## config.mk

```make
export PLATFORM = sky130hd
export DESIGN_NAME = fmrds_rx
export DESIGN_NICKNAME = d
export VERILOG_FILES = /design/src/hw/fmrds_pkg.sv /design/src/hw/fmrds_fifo.sv /design/src/hw/fmrds_rx.sv
export SDC_FILE = /design/constraint.sdc
export NUM_CORES = 2
export LEC_CHECK = 0
export BUFFER_PORTS_ARGS = -buffer_cell sky130_fd_sc_hd__buf_2
export CORE_ASPECT_RATIO = 1.4
export CORE_MARGIN = 2
export CORE_UTILIZATION = 45
export DETAILED_ROUTE_END_ITERATION = 10
export GPL_TIMING_DRIVEN = 0
export PLACE_DENSITY = 0.69
export SETUP_SLACK_MARGIN = 0.1
export SLEW_MARGIN = 20
export SYNTH_ARGS = -nofsm -noshare
export SYNTH_HDL_FRONTEND = slang
export SYNTH_SLANG_ARGS = --single-unit
```

## constraint.sdc

```tcl
create_clock -name pclk -period 8.4 [get_ports pclk]
set_clock_uncertainty 0.2 [all_clocks]
set_input_delay 1.68 -clock pclk [delete_from_list [all_inputs] [get_ports pclk]]
set_output_delay 1.68 -clock pclk [all_outputs]
set_load 0.05 [all_outputs]
```

## src/hw/fmrds_pkg.sv

```systemverilog
// package of constants and types for the rds receive buffer and af controller
`default_nettype none
package fmrds_pkg;
  // ********************************
  // clock and timing
  // ********************************
  localparam int unsigned CLK_HZ         = 40_000_000;
  localparam int unsigned US_PER_S       = 1_000_000;
  localparam int unsigned AF_LIMIT_MS    = 15;
  localparam int unsigned CYC_PER_US     = CLK_HZ / US_PER_S;
  localparam int unsigned AF_LIMIT_CYC   = AF_LIMIT_MS * (CLK_HZ / 1000);
  // ********************************
  // buffer layout
  // ********************************
  localparam int unsigned BUF_DEPTH      = 85;
  localparam int unsigned BUF_W          = 24;
  localparam int unsigned CNT_W          = 7;
  // ********************************
  // block code
  // ********************************
  localparam logic [9:0] GEN_POLY_LOW    = 10'h1b9;
  localparam logic [9:0] OFS_A           = 10'h0fc;
  localparam logic [9:0] OFS_B           = 10'h198;
  localparam logic [9:0] OFS_C           = 10'h168;
  localparam logic [9:0] OFS_CP          = 10'h350;
  localparam logic [9:0] OFS_D           = 10'h1b4;
  localparam logic [2:0] BID_A           = 3'h0;
  localparam logic [2:0] BID_B           = 3'h1;
  localparam logic [2:0] BID_C           = 3'h2;
  localparam logic [2:0] BID_CP          = 3'h3;
  localparam logic [2:0] BID_D           = 3'h4;
  localparam logic [2:0] BID_NONE        = 3'h7;
  localparam logic [2:0] ERR_NONE        = 3'h0;
  localparam logic [2:0] ERR_ONE_BIT     = 3'h1;
  localparam logic [2:0] ERR_BAD         = 3'h7;
  // ********************************
  // register map (byte offsets)
  // ********************************
  localparam logic [11:0] OFF_CTRL       = 12'h000;
  localparam logic [11:0] OFF_SYNC_CFG   = 12'h004;
  localparam logic [11:0] OFF_FIFO_LVL   = 12'h008;
  localparam logic [11:0] OFF_AF_RSSI    = 12'h00c;
  localparam logic [11:0] OFF_PAUSE_CFG  = 12'h010;
  localparam logic [11:0] OFF_STATUS     = 12'h014;
  localparam logic [11:0] OFF_CLEAR      = 12'h018;
  localparam logic [11:0] OFF_IRQ_EN     = 12'h01c;
  localparam logic [11:0] OFF_FIFO_DATA  = 12'h020;
  localparam logic [11:0] OFF_STATE      = 12'h024;
  // ********************************
  // reset values
  // ********************************
  localparam logic [1:0]  RST_CTRL       = 2'h0;
  localparam logic [7:0]  RST_SYNC_CFG   = 8'h42;
  localparam logic [6:0]  RST_FIFO_LVL   = 7'h40;
  localparam logic [15:0] RST_AF_RSSI    = 16'h2010;
  localparam logic [31:0] RST_PAUSE_CFG  = 32'h0000_0000;
  localparam logic [6:0]  RST_IRQ_EN     = 7'h00;
  // ********************************
  // status bits
  // ********************************
  localparam int unsigned EV_LEVEL       = 0;
  localparam int unsigned EV_SYNC_GAIN   = 1;
  localparam int unsigned EV_SYNC_LOST   = 2;
  localparam int unsigned EV_AF_SWITCH   = 3;
  localparam int unsigned EV_AF_RETURN   = 4;
  localparam int unsigned EV_IMAGE       = 5;
  localparam int unsigned EV_OVERFLOW    = 6;
  localparam int unsigned EV_N           = 7;
  // ********************************
  // state machine types
  // ********************************
  typedef enum logic [0:0] {
    FMRDS_HUNT = 1'b0,
    FMRDS_SYNC = 1'b1
  } fmrds_sync_t;
  typedef enum logic [2:0] {
    FMRDS_AF_IDLE  = 3'b000,
    FMRDS_AF_PAUSE = 3'b001,
    FMRDS_AF_TUNE  = 3'b010,
    FMRDS_AF_BACK  = 3'b011
  } fmrds_af_t;
endpackage : fmrds_pkg
`default_nettype wire

```

## src/hw/fmrds_fifo.sv

```systemverilog
// block buffer fifo holding decoded blocks with their status byte
`default_nettype none
module fmrds_fifo
  import fmrds_pkg::*;
(
  input  wire logic              pclk,
  input  wire logic              presetn,
  input  wire logic              push,
  input  wire logic [BUF_W-1:0]  push_data,
  input  wire logic              pop,
  output logic      [BUF_W-1:0]  head_data,
  output logic      [CNT_W-1:0]  count,
  output logic                   full,
  output logic                   empty
);
  localparam logic [CNT_W-1:0] LAST  = CNT_W'(BUF_DEPTH - 1);
  localparam logic [CNT_W-1:0] DEPTH = CNT_W'(BUF_DEPTH);
  logic [BUF_W-1:0] mem [BUF_DEPTH];
  logic [CNT_W-1:0] wr_ptr_reg;
  logic [CNT_W-1:0] rd_ptr_reg;
  logic [CNT_W-1:0] cnt_reg;
  wire              do_pop  = pop && (cnt_reg != '0);
  wire              do_push = push && ((cnt_reg != DEPTH) || do_pop);
  wire [CNT_W-1:0]  wr_ptr_next = (wr_ptr_reg == LAST) ? '0 : wr_ptr_reg + 7'h01;
  wire [CNT_W-1:0]  rd_ptr_next = (rd_ptr_reg == LAST) ? '0 : rd_ptr_reg + 7'h01;

  assign head_data = mem[rd_ptr_reg];
  assign count     = cnt_reg;
  assign full      = (cnt_reg == DEPTH);
  assign empty     = (cnt_reg == '0);

  always_ff @(posedge pclk) begin
    if (do_push) begin
      mem[wr_ptr_reg] <= push_data;
    end
  end

  always_ff @(posedge pclk or negedge presetn) begin
    if (!presetn) begin
      wr_ptr_reg <= '0;
      rd_ptr_reg <= '0;
      cnt_reg    <= '0;
    end else begin
      if (do_push) wr_ptr_reg <= wr_ptr_next;
      if (do_pop) rd_ptr_reg <= rd_ptr_next; // RULE15
      if (do_push && !do_pop) cnt_reg <= cnt_reg + 7'h01;
      else if (do_pop && !do_push) cnt_reg <= cnt_reg - 7'h01; // RULE15
    end
  end
endmodule : fmrds_fifo
`default_nettype wire

```

## src/hw/fmrds_rx.sv

```systemverilog
// rds block decoder, block buffer, af switching controller and apb registers
// ********************************
// How it works
// RULE1: syndrome check, single-bit data correction and block identification run in hardware.
// RULE2: host sets acquire and loss counts for block synchronisation.
// RULE3: buffer holds up to 85 blocks until the host reads them.
// RULE4: each entry has 3-bit id, 3-bit error, buffer flag, spare bit.
// RULE5: interrupt status set when buffer count reaches the host level.
// RULE6: every received block is buffered and readable on request; code drops a block arriving while the buffer is full and not read.
// RULE7: af attempt including return to original finishes within 15 ms; only the tune step times out, return waits on tune_done.
// RULE8: host may disable af; enabled, it starts below rssi threshold.
// RULE9: switch kept only if af rssi meets host minimum.
// RULE10: pause detect compares l plus r level with programmable threshold.
// RULE11: silence counts as pause only after programmable minimum time.
// RULE12: with pause detect off, af starts as soon as rssi drops.
// RULE13: audio muted while an af update is in progress.
// RULE14: image during af or scan raises no host interrupt.
// RULE15: blocks read oldest first, count drops by one per read.
// ********************************
`default_nettype none
module fmrds_rx
  import fmrds_pkg::*;
#(
  parameter int unsigned AF_TIMEOUT_CYC = AF_LIMIT_CYC
)(
  input  wire logic        pclk,
  input  wire logic        presetn,
  input  wire logic        psel,
  input  wire logic        penable,
  input  wire logic        pwrite,
  input  wire logic [11:0] paddr,
  input  wire logic [31:0] pwdata,
  output logic             pready,
  output logic             pslverr,
  output logic      [31:0] prdata,
  output logic             irq,
  input  wire logic        blk_valid,
  input  wire logic [25:0] blk_word,
  input  wire logic [7:0]  rssi,
  input  wire logic [15:0] audio_lr,
  input  wire logic [7:0]  af_cand,
  input  wire logic [7:0]  cur_freq,
  input  wire logic        tune_done,
  input  wire logic [7:0]  tune_rssi,
  input  wire logic        image_det,
  input  wire logic        scan_active,
  output logic             tune_req,
  output logic      [7:0]  tune_freq,
  output logic             audio_mute,
  output logic             af_busy
);
  // ********************************
  // syndrome helper
  // ********************************
  function automatic logic [9:0] fmrds_synd(input logic [25:0] w);
    logic [9:0] r;
    logic       m;
    r = '0;
    for (int i = 25; i >= 0; i--) begin
      m = r[9];
      r = {r[8:0], w[i]};
      if (m) r = r ^ GEN_POLY_LOW;
    end
    return r;
  endfunction : fmrds_synd

  // ********************************
  // registers
  // ********************************
  logic [1:0]       ctrl_reg;
  logic [7:0]       sync_cfg_reg;
  logic [6:0]       fifo_lvl_reg;
  logic [15:0]      af_rssi_reg;
  logic [31:0]      pause_cfg_reg;
  logic [EV_N-1:0]  irq_en_reg;
  logic [EV_N-1:0]  status_reg;
  logic             irq_reg;
  logic             pready_reg;
  logic             pslverr_reg;
  logic [31:0]      prdata_reg;

  wire apb_go   = psel && penable && !pready_reg;
  wire wr_go    = apb_go && pwrite;
  wire rd_go    = apb_go && !pwrite;
  wire a_ctrl   = (paddr == OFF_CTRL);
  wire a_sync   = (paddr == OFF_SYNC_CFG);
  wire a_lvl    = (paddr == OFF_FIFO_LVL);
  wire a_afr    = (paddr == OFF_AF_RSSI);
  wire a_pause  = (paddr == OFF_PAUSE_CFG);
  wire a_stat   = (paddr == OFF_STATUS);
  wire a_clr    = (paddr == OFF_CLEAR);
  wire a_ien    = (paddr == OFF_IRQ_EN);
  wire a_data   = (paddr == OFF_FIFO_DATA);
  wire a_state  = (paddr == OFF_STATE);
  wire a_hit    = a_ctrl || a_sync || a_lvl || a_afr || a_pause || a_stat || a_clr || a_ien || a_data || a_state;
  wire a_ro     = a_stat || a_data || a_state;
  wire a_wo     = a_clr;
  wire bad_acc  = !a_hit || (pwrite && a_ro) || (!pwrite && a_wo);
  wire af_en    = ctrl_reg[0];
  wire pause_en = ctrl_reg[1];
  wire [3:0] sync_acq  = sync_cfg_reg[3:0];
  wire [3:0] sync_loss = sync_cfg_reg[7:4];

  // ********************************
  // block decoder and sync
  // ********************************
  fmrds_sync_t sync_reg;
  logic [3:0]  good_cnt_reg;
  logic [3:0]  bad_cnt_reg;
  logic [2:0]  exp_id_reg;
  logic        ovf_pend_reg;

  wire [9:0] syn     = fmrds_synd(blk_word); // RULE1
  wire       is_a    = (syn == OFS_A);
  wire       is_b    = (syn == OFS_B);
  wire       is_c    = (syn == OFS_C);
  wire       is_cp   = (syn == OFS_CP);
  wire       is_d    = (syn == OFS_D);
  wire       is_any  = is_a || is_b || is_c || is_cp || is_d;
  wire [2:0] raw_id  = is_a ? BID_A : is_b ? BID_B : is_c ? BID_C : is_cp ? BID_CP : is_d ? BID_D : BID_NONE;
  wire       in_sync = (sync_reg == FMRDS_SYNC);
  wire [9:0] exp_ofs = (exp_id_reg == BID_A) ? OFS_A : (exp_id_reg == BID_B) ? OFS_B :
                       (exp_id_reg == BID_D) ? OFS_D : OFS_C;
  wire [9:0] syn_err = syn ^ exp_ofs;
  wire       exp_hit = is_any && ((raw_id == exp_id_reg) || (exp_id_reg == BID_C && raw_id == BID_CP));
  logic [15:0] flip_bit;
  genvar gi;
  generate
    for (gi = 0; gi < 16; gi++) begin : g_corr
      assign flip_bit[gi] = (syn_err == fmrds_synd(26'(1) << (gi + 10))); // RULE1
    end
  endgenerate
  wire        one_bit  = in_sync && !exp_hit && (flip_bit != '0);
  wire        blk_good = exp_hit || (!in_sync && is_any);
  wire [15:0] blk_data = one_bit ? (blk_word[25:10] ^ flip_bit) : blk_word[25:10]; // RULE1
  wire [2:0]  blk_id   = in_sync ? ((exp_id_reg == BID_C && raw_id == BID_CP) ? BID_CP : exp_id_reg) : raw_id;
  wire [2:0]  blk_err  = blk_good ? ERR_NONE : one_bit ? ERR_ONE_BIT : ERR_BAD;
  wire [2:0]  id_after = (blk_id == BID_A) ? BID_B : (blk_id == BID_B) ? BID_C :
                         (blk_id == BID_C || blk_id == BID_CP) ? BID_D : BID_A;
  wire        seq_ok   = (good_cnt_reg == '0) || exp_hit;
  wire        gain_ev  = blk_valid && !in_sync && is_any && seq_ok && (good_cnt_reg + 4'h1 >= sync_acq);
  wire        lost_ev  = blk_valid && in_sync && !exp_hit && !one_bit && (bad_cnt_reg + 4'h1 >= sync_loss);

  // ********************************
  // block buffer
  // ********************************
  logic [BUF_W-1:0] head_data;
  logic [CNT_W-1:0] fifo_cnt;
  logic             fifo_full;
  logic             fifo_empty;
  logic             lvl_hit_reg;
  wire              fifo_pop  = rd_go && a_data && !fifo_empty;
  wire              ovf_ev    = blk_valid && fifo_full && !fifo_pop;
  wire [BUF_W-1:0]  push_word = {blk_id, blk_err, ovf_pend_reg, 1'b0, blk_data}; // RULE4
  wire              lvl_hit   = (fifo_lvl_reg != '0) && (fifo_cnt >= fifo_lvl_reg);
  wire              lvl_ev    = lvl_hit && !lvl_hit_reg; // RULE5

  fmrds_fifo u_fifo (
    .pclk      (pclk),
    .presetn   (presetn),
    .push      (blk_valid), // RULE6
    .push_data (push_word),
    .pop       (fifo_pop), // RULE15
    .head_data (head_data),
    .count     (fifo_cnt), // RULE3
    .full      (fifo_full),
    .empty     (fifo_empty)
  );

  always_ff @(posedge pclk or negedge presetn) begin
    if (!presetn) begin
      sync_reg     <= FMRDS_HUNT;
      good_cnt_reg <= '0;
      bad_cnt_reg  <= '0;
      exp_id_reg   <= BID_A;
      ovf_pend_reg <= 1'b0;
      lvl_hit_reg  <= 1'b0;
    end else begin
      lvl_hit_reg <= lvl_hit;
      if (ovf_ev) ovf_pend_reg <= 1'b1;
      else if (blk_valid) ovf_pend_reg <= 1'b0;
      if (blk_valid) begin
        exp_id_reg <= id_after;
        if (!in_sync) begin
          good_cnt_reg <= !is_any ? 4'h0 : !seq_ok ? 4'h1 : good_cnt_reg + 4'h1; // RULE2
          if (gain_ev) sync_reg <= FMRDS_SYNC; // RULE2
          bad_cnt_reg <= '0;
        end else if (blk_good || one_bit) begin
          bad_cnt_reg <= '0;
        end else if (lost_ev) begin
          sync_reg     <= FMRDS_HUNT; // RULE2
          good_cnt_reg <= '0;
        end else begin
          bad_cnt_reg <= bad_cnt_reg + 4'h1;
        end
      end
    end
  end

  // ********************************
  // pause detector
  // ********************************
  logic [5:0]  us_div_reg;
  logic [15:0] sil_cnt_reg;
  wire         us_tick  = (us_div_reg == 6'(CYC_PER_US - 1));
  wire         silent   = (audio_lr < pause_cfg_reg[15:0]); // RULE10
  wire         pause_ok = silent && (sil_cnt_reg >= pause_cfg_reg[31:16]); // RULE11

  always_ff @(posedge pclk or negedge presetn) begin
    if (!presetn) begin
      us_div_reg  <= '0;
      sil_cnt_reg <= '0;
    end else begin
      us_div_reg <= (us_tick || !silent) ? 6'h00 : us_div_reg + 6'h01; // RULE11
      if (!silent) sil_cnt_reg <= '0; // RULE11
      else if (us_tick && sil_cnt_reg != 16'hffff) sil_cnt_reg <= sil_cnt_reg + 16'h0001;
    end
  end

  // ********************************
  // af controller
  // ********************************
  fmrds_af_t   af_reg;
  logic [19:0] af_tmr_reg;
  logic [7:0]  orig_freq_reg;
  logic        tune_req_reg;
  logic [7:0]  tune_freq_reg;
  logic        mute_reg;
  wire         af_low     = af_en && (rssi < af_rssi_reg[7:0]); // RULE8
  wire         af_timeout = (af_tmr_reg >= 20'(AF_TIMEOUT_CYC - 1));
  wire         af_good    = tune_done && (tune_rssi >= af_rssi_reg[15:8]) && !image_det; // RULE9
  wire         af_start   = (af_reg == FMRDS_AF_IDLE && af_low && !pause_en) ||
                            (af_reg == FMRDS_AF_PAUSE && af_low && pause_ok); // RULE12
  wire         sw_ev      = (af_reg == FMRDS_AF_TUNE) && af_good && !af_timeout;
  wire         ret_ev     = (af_reg == FMRDS_AF_BACK) && tune_done;
  wire         go_back    = (af_reg == FMRDS_AF_TUNE) && ((tune_done && !af_good) || af_timeout);
  wire         img_ev     = image_det && (af_reg == FMRDS_AF_IDLE) && !scan_active; // RULE14

  always_ff @(posedge pclk or negedge presetn) begin
    if (!presetn) begin
      af_reg        <= FMRDS_AF_IDLE;
      af_tmr_reg    <= '0;
      orig_freq_reg <= '0;
      tune_req_reg  <= 1'b0;
      tune_freq_reg <= '0;
      mute_reg      <= 1'b0;
    end else begin
      tune_req_reg <= af_start || go_back;
      if (af_reg == FMRDS_AF_IDLE || af_reg == FMRDS_AF_PAUSE) af_tmr_reg <= '0;
      else if (!af_timeout) af_tmr_reg <= af_tmr_reg + 20'h0_0001; // RULE7
      case (af_reg)
        FMRDS_AF_IDLE: begin
          if (af_low && pause_en) af_reg <= FMRDS_AF_PAUSE;
          else if (af_start) af_reg <= FMRDS_AF_TUNE;
        end
        FMRDS_AF_PAUSE: begin
          if (!af_low) af_reg <= FMRDS_AF_IDLE;
          else if (pause_ok) af_reg <= FMRDS_AF_TUNE; // RULE11
        end
        FMRDS_AF_TUNE: begin
          if (sw_ev) af_reg <= FMRDS_AF_IDLE; // RULE9
          else if (go_back) af_reg <= FMRDS_AF_BACK; // RULE7
        end
        FMRDS_AF_BACK: begin
          if (ret_ev) af_reg <= FMRDS_AF_IDLE;
        end
        default: af_reg <= FMRDS_AF_IDLE;
      endcase
      if (af_start) begin
        orig_freq_reg <= cur_freq;
        tune_freq_reg <= af_cand;
      end else if (go_back) begin
        tune_freq_reg <= orig_freq_reg; // RULE7
      end
      mute_reg <= af_start || ((af_reg == FMRDS_AF_TUNE) && !sw_ev) ||
                  ((af_reg == FMRDS_AF_BACK) && !ret_ev); // RULE13
    end
  end

  // ********************************
  // interrupt status
  // ********************************
  logic [EV_N-1:0] ev_vec;
  assign ev_vec[EV_LEVEL]     = lvl_ev;
  assign ev_vec[EV_SYNC_GAIN] = gain_ev;
  assign ev_vec[EV_SYNC_LOST] = lost_ev;
  assign ev_vec[EV_AF_SWITCH] = sw_ev;
  assign ev_vec[EV_AF_RETURN] = ret_ev;
  assign ev_vec[EV_IMAGE]     = img_ev;
  assign ev_vec[EV_OVERFLOW]  = ovf_ev;
  wire [EV_N-1:0] clr_vec     = (wr_go && a_clr) ? pwdata[EV_N-1:0] : '0;
  wire [EV_N-1:0] status_next = (status_reg & ~clr_vec) | ev_vec;

  // ********************************
  // apb slave
  // ********************************
  wire [31:0] rd_mux =
    a_ctrl  ? {30'h0, ctrl_reg} :
    a_sync  ? {24'h0, sync_cfg_reg} :
    a_lvl   ? {25'h0, fifo_lvl_reg} :
    a_afr   ? {16'h0, af_rssi_reg} :
    a_pause ? pause_cfg_reg :
    a_stat  ? {25'h0, status_reg} :
    a_ien   ? {25'h0, irq_en_reg} :
    a_data  ? (fifo_empty ? 32'h0000_0000 : {8'h00, head_data}) : // RULE6
    a_state ? {19'h0, af_reg, fifo_full, fifo_empty, sync_reg, fifo_cnt} : 32'h0000_0000;

  always_ff @(posedge pclk or negedge presetn) begin
    if (!presetn) begin
      ctrl_reg      <= RST_CTRL;
      sync_cfg_reg  <= RST_SYNC_CFG;
      fifo_lvl_reg  <= RST_FIFO_LVL;
      af_rssi_reg   <= RST_AF_RSSI;
      pause_cfg_reg <= RST_PAUSE_CFG;
      irq_en_reg    <= RST_IRQ_EN;
      status_reg    <= '0;
      irq_reg       <= 1'b0;
      pready_reg    <= 1'b0;
      pslverr_reg   <= 1'b0;
      prdata_reg    <= '0;
    end else begin
      pready_reg  <= apb_go;
      pslverr_reg <= apb_go && bad_acc;
      if (rd_go) prdata_reg <= bad_acc ? 32'h0000_0000 : rd_mux;
      if (wr_go && a_ctrl) ctrl_reg <= pwdata[1:0]; // RULE8
      if (wr_go && a_sync) sync_cfg_reg <= pwdata[7:0]; // RULE2
      if (wr_go && a_lvl) fifo_lvl_reg <= pwdata[6:0]; // RULE5
      if (wr_go && a_afr) af_rssi_reg <= pwdata[15:0]; // RULE8
      if (wr_go && a_pause) pause_cfg_reg <= pwdata; // RULE10
      if (wr_go && a_ien) irq_en_reg <= pwdata[EV_N-1:0];
      status_reg <= status_next;
      irq_reg    <= |(status_next & irq_en_reg);
    end
  end

  assign pready     = pready_reg;
  assign pslverr    = pslverr_reg;
  assign prdata     = prdata_reg;
  assign irq        = irq_reg;
  assign tune_req   = tune_req_reg;
  assign tune_freq  = tune_freq_reg;
  assign audio_mute = mute_reg;
  assign af_busy    = mute_reg;
endmodule : fmrds_rx
`default_nettype wire

```

==> out/qor.csv <==
stage;metric;value;unit
final_layout;fillCellCount;14218;
logic_synthesis;yosysWarningCount;0;
logic_synthesis;synth_common_cells;sky130_fd_sc_hd__edfxtp_1, sky130_fd_sc_hd__mux4_2, sky130_fd_sc_hd__nor2_1;
cts;cts.path.max_buffers;3;
timing;period_minus_ws_final;8.30;ns
cts;cts-root-buf;sky130_fd_sc_hd__clkbuf_16;
cts;clock-sinks;2081;
worst_setup_path;worstSetupEndpointType;register;
worst_setup_path;timing.critical_path.mode_cell;sky130_fd_sc_hd__buf_1;
timing;maxSlewViolCount;0;
timing;final-hold-violation-count;0;
final_layout;largest_register_ff_count;1870;
final_layout;finish.net_count;4923;
worst_setup_path;arrival;8.81;ns
final_layout;count_of_placed_standard_cells_in_the_final_layout_fillers_left_out;7337;
detailed_routing;drtAntennaViolNets;0;
power;vdd_drop_max;0.000180;V
global_routing;grt_usage;25.1;%
worst_setup_path;path_max_fanout;10;
timing;worst_slew_margin_rel;15.6;%
global_routing;grt_remaining_overflow;0;
timing;max_freq;120;MHz
placement;dpl.cell_count;7004;
logic_synthesis;post-synth-top-area-cell;sky130_fd_sc_hd__edfxtp_1;
global_routing;grt_pass1_wl;338000;um
outcome;outcome;completed;
floorplan;initial_utilization;45.3;%
cts;tritoncts;built;
logic_synthesis;syn-cell-area;84800;um^2
cts;post_cts_resized;0;
detailed_routing;wl_per_cell;32.9;um
worst_setup_path;worst_path_max_delay_cell;sky130_fd_sc_hd__buf_1;
timing;rsz0062_at_grt;no;
worst_setup_path;timing.critical_path.cells;buf_2, buf_1, buf_1, clkbuf_1, buf_1, clkbuf_1, buf_1, clkbuf_1, mux4_2, mux4_2, nor2_1, a21oi_1, a21oi_1, o21ai_0;
logic_synthesis;synth.top_cells.by_area;sky130_fd_sc_hd__edfxtp_1, sky130_fd_sc_hd__mux4_2, sky130_fd_sc_hd__dfrtp_1;
logic_synthesis;yosys.cell_count.top_type;sky130_fd_sc_hd__edfxtp_1;
global_routing;grt_antenna_before_repair;12;
final_layout;area_growth_syn_to_layout;16.5;%
detailed_routing;dr.pass1.iters;6;
logic_synthesis;synthesis.nets;4425;
placement;gpl.final_weighted_congestion;0.919;
worst_setup_path;cp.required;8.90;ns
timing;final_number_of_setup_violating_endpoints;0;
timing;final_min_period_over_clock_period;98.8;%
floorplan;floorplan.io_pins;173;
worst_setup_path;ff2ff_setup_slack;0.1;ns
placement;portBuffers;166;
cts;worstSkewPairLatency;0.87;ns
floorplan;fp-row-count;188;
logic_synthesis;seq_area_frac_synth;72.4;%
power;cellLeakagePower;33.4;nW
job;maxCapViolCount;0;
detailed_routing;drc;0;
floorplan;design.die.area;192000;um^2
logic_synthesis;synth_seq_cells;2081;
global_routing;grt_max_degree;86;
floorplan;die_w;371;um
cts;postCtsHoldBufs;0;
timing;totalNegativeSetupSlack;0;ns
cts;clkTransAtPathRegs;0.07;ns
logic_synthesis;synth_ff_type;sky130_fd_sc_hd__edfxtp_1;
detailed_routing;detailedRoute.firstIterationViolations;5838;
worst_setup_path;critPathLaunchType;register;
floorplan;placeableCoreArea;187000;um^2
logic_synthesis;avgSynthCellArea;20.1;um^2
detailed_routing;post_drt_via_cell_ratio;6.20;
placement;detailedPlacementHpwl;165000;um
logic_synthesis;edff_count_synth;1870;
logic_synthesis;post_synth_top_area_share;66.2;%
power;p_per_area;224;nW/um^2
floorplan;overall_die_height;518;um
logic_synthesis;synth_cell_types;83;
timing;max_slew.worst_pin.slew;1.27;ns
hold_path;min-delay-path-class;register to register;
global_routing;grt_pass1_vias;46222;
cts;cts-htree-levels;4;
detailed_routing;finalWirelength;242000;um
logic_synthesis;async_flop_share;10.1;%
worst_setup_path;path_class;register to register;
logic_synthesis;syn_inst;4220;
cts;cts.repair_timing.setup_buffer_count;0;
cts;numCtsBuffers;180;
worst_setup_path;max_stage_delay;0.90;ns
detailed_routing;vias;45488;
final_layout;share_of_layout_cells_above_drive_strength_1;30.4;%
[layout by cell type, fill, tap and decap left out, types with 34 or more instances in the layout]
cell type                   count
sky130_fd_sc_hd__buf_1         38
sky130_fd_sc_hd__inv_1         94
sky130_fd_sc_hd__nand3_1       42
sky130_fd_sc_hd__nand2_1      147
sky130_fd_sc_hd__a21o_1        34
sky130_fd_sc_hd__clkbuf_16    182
sky130_fd_sc_hd__mux2_2       102
sky130_fd_sc_hd__mux4_2       581
sky130_fd_sc_hd__ha_1          77
sky130_fd_sc_hd__buf_2        205
sky130_fd_sc_hd__buf_16        66
sky130_fd_sc_hd__a21oi_1       62
sky130_fd_sc_hd__edfxtp_1    1870
sky130_fd_sc_hd__dfrtp_1      205
sky130_fd_sc_hd__nor2_4        85
sky130_fd_sc_hd__mux2i_1       51
sky130_fd_sc_hd__xor2_1        59
sky130_fd_sc_hd__buf_12        59
sky130_fd_sc_hd__xnor2_1       58
sky130_fd_sc_hd__nor2_1       143
sky130_fd_sc_hd__o21ai_0       56
sky130_fd_sc_hd__clkbuf_1     135
[worst paths after layout]
check	startpoint	to	depth (start not counted)
setup / recovery	u_fifo.rd_ptr_reg[1]	prdata[18]	14
max in group asynchronous	presetn	af_tmr_reg[7]	3
min in group asynchronous	presetn	u_fifo.rd_ptr_reg[4]	1
hold / removal	us_div_reg[0]	us_div_reg[0]	1
setup reg to reg	u_fifo.rd_ptr_reg[1]	prdata[18]	14
hold reg to reg	us_div_reg[0]	us_div_reg[0]	1
[report_power, final]
part / leakage, nW / switching (mW) / internal [mW]
logic: 10.5 / 1.43 / 0.773
registers: 20.1 / 0.107 / 11.6
clock network: 2.78 / 3.83 / 4.40
total: 33.4 / 5.36 / 16.8
[stage by stage]
step / hold slack, ns / worst slack, ns / total power, mW / utilization [%] / area, um^2
final: 0.260 / 0.0987 / 22.1 / 52.7 / 98800
after global routing: 0.306 / 0.133 / 22.7 / 52.7 / 98800
after floorplan: 0.230 / -0.0104 / 13.2 / - / 84900
after global placement: 0.250 / -4.11 / 13.8 / 47.4 / 88800
after detailed placement: 0.257 / 0.140 / 14.1 / 49.6 / 93000
after CTS: 0.265 / 0.127 / 22.2 / 52.7 / 98800
[critical path, delay by kind of cell, from the launching register on]
| family | cells | cell delay (ns) |
|---|---|---|
| simple gates | 1 | 0.22 |
| buf+inv | 8 | 5.68 |
| mux | 2 | 0.97 |
| compound gates | 3 | 0.55 |
| flops | 1 | 0.51 |
[cell families (layout without fill, tap and decap cells)]
logic type	Yosys count	in the layout	synth area share (%)
DFF	2081	2081	72.4
adders and majority gates	78	78	1.16
buffers and inverters	296	938	1.39
xor gates and xnor gates	163	163	2.14
AOI/OAI and AO/OA	285	285	2.29
muxes	736	736	17.4
other	0	5	0
and+or+nand+nor	581	581	3.18
[routing by layer]
metal | global-route usage [%] | routed length, um | up-vias | part of all wire, %
met4 | 14.5 | 16400 | 6 | 6.8
met3 | 4.33 | 19200 | 696 | 7.9
met1 | 28.2 | 79300 | 23967 | 33
met2 | 44.5 | 127000 | 2651 | 52
li1 | - | - | 18168 | -
met5 | 0 | 41 | - | 0.017
[cell type report]
cell class,count,area [um^2],area share [%]
sequential,2081,61400,62.2
antenna,5,12.5,0.0127
timing repair buffer,316,4130,4.18
multi-input combinational,1843,23100,23.4
tap,2470,3090,3.13
clock inverter,95,975,0.986
inverter,96,365,0.370
buffer,200,871,0.881
clock buffer,231,4780,4.84
Note: power is estimated with default switching activity, not from simulation.
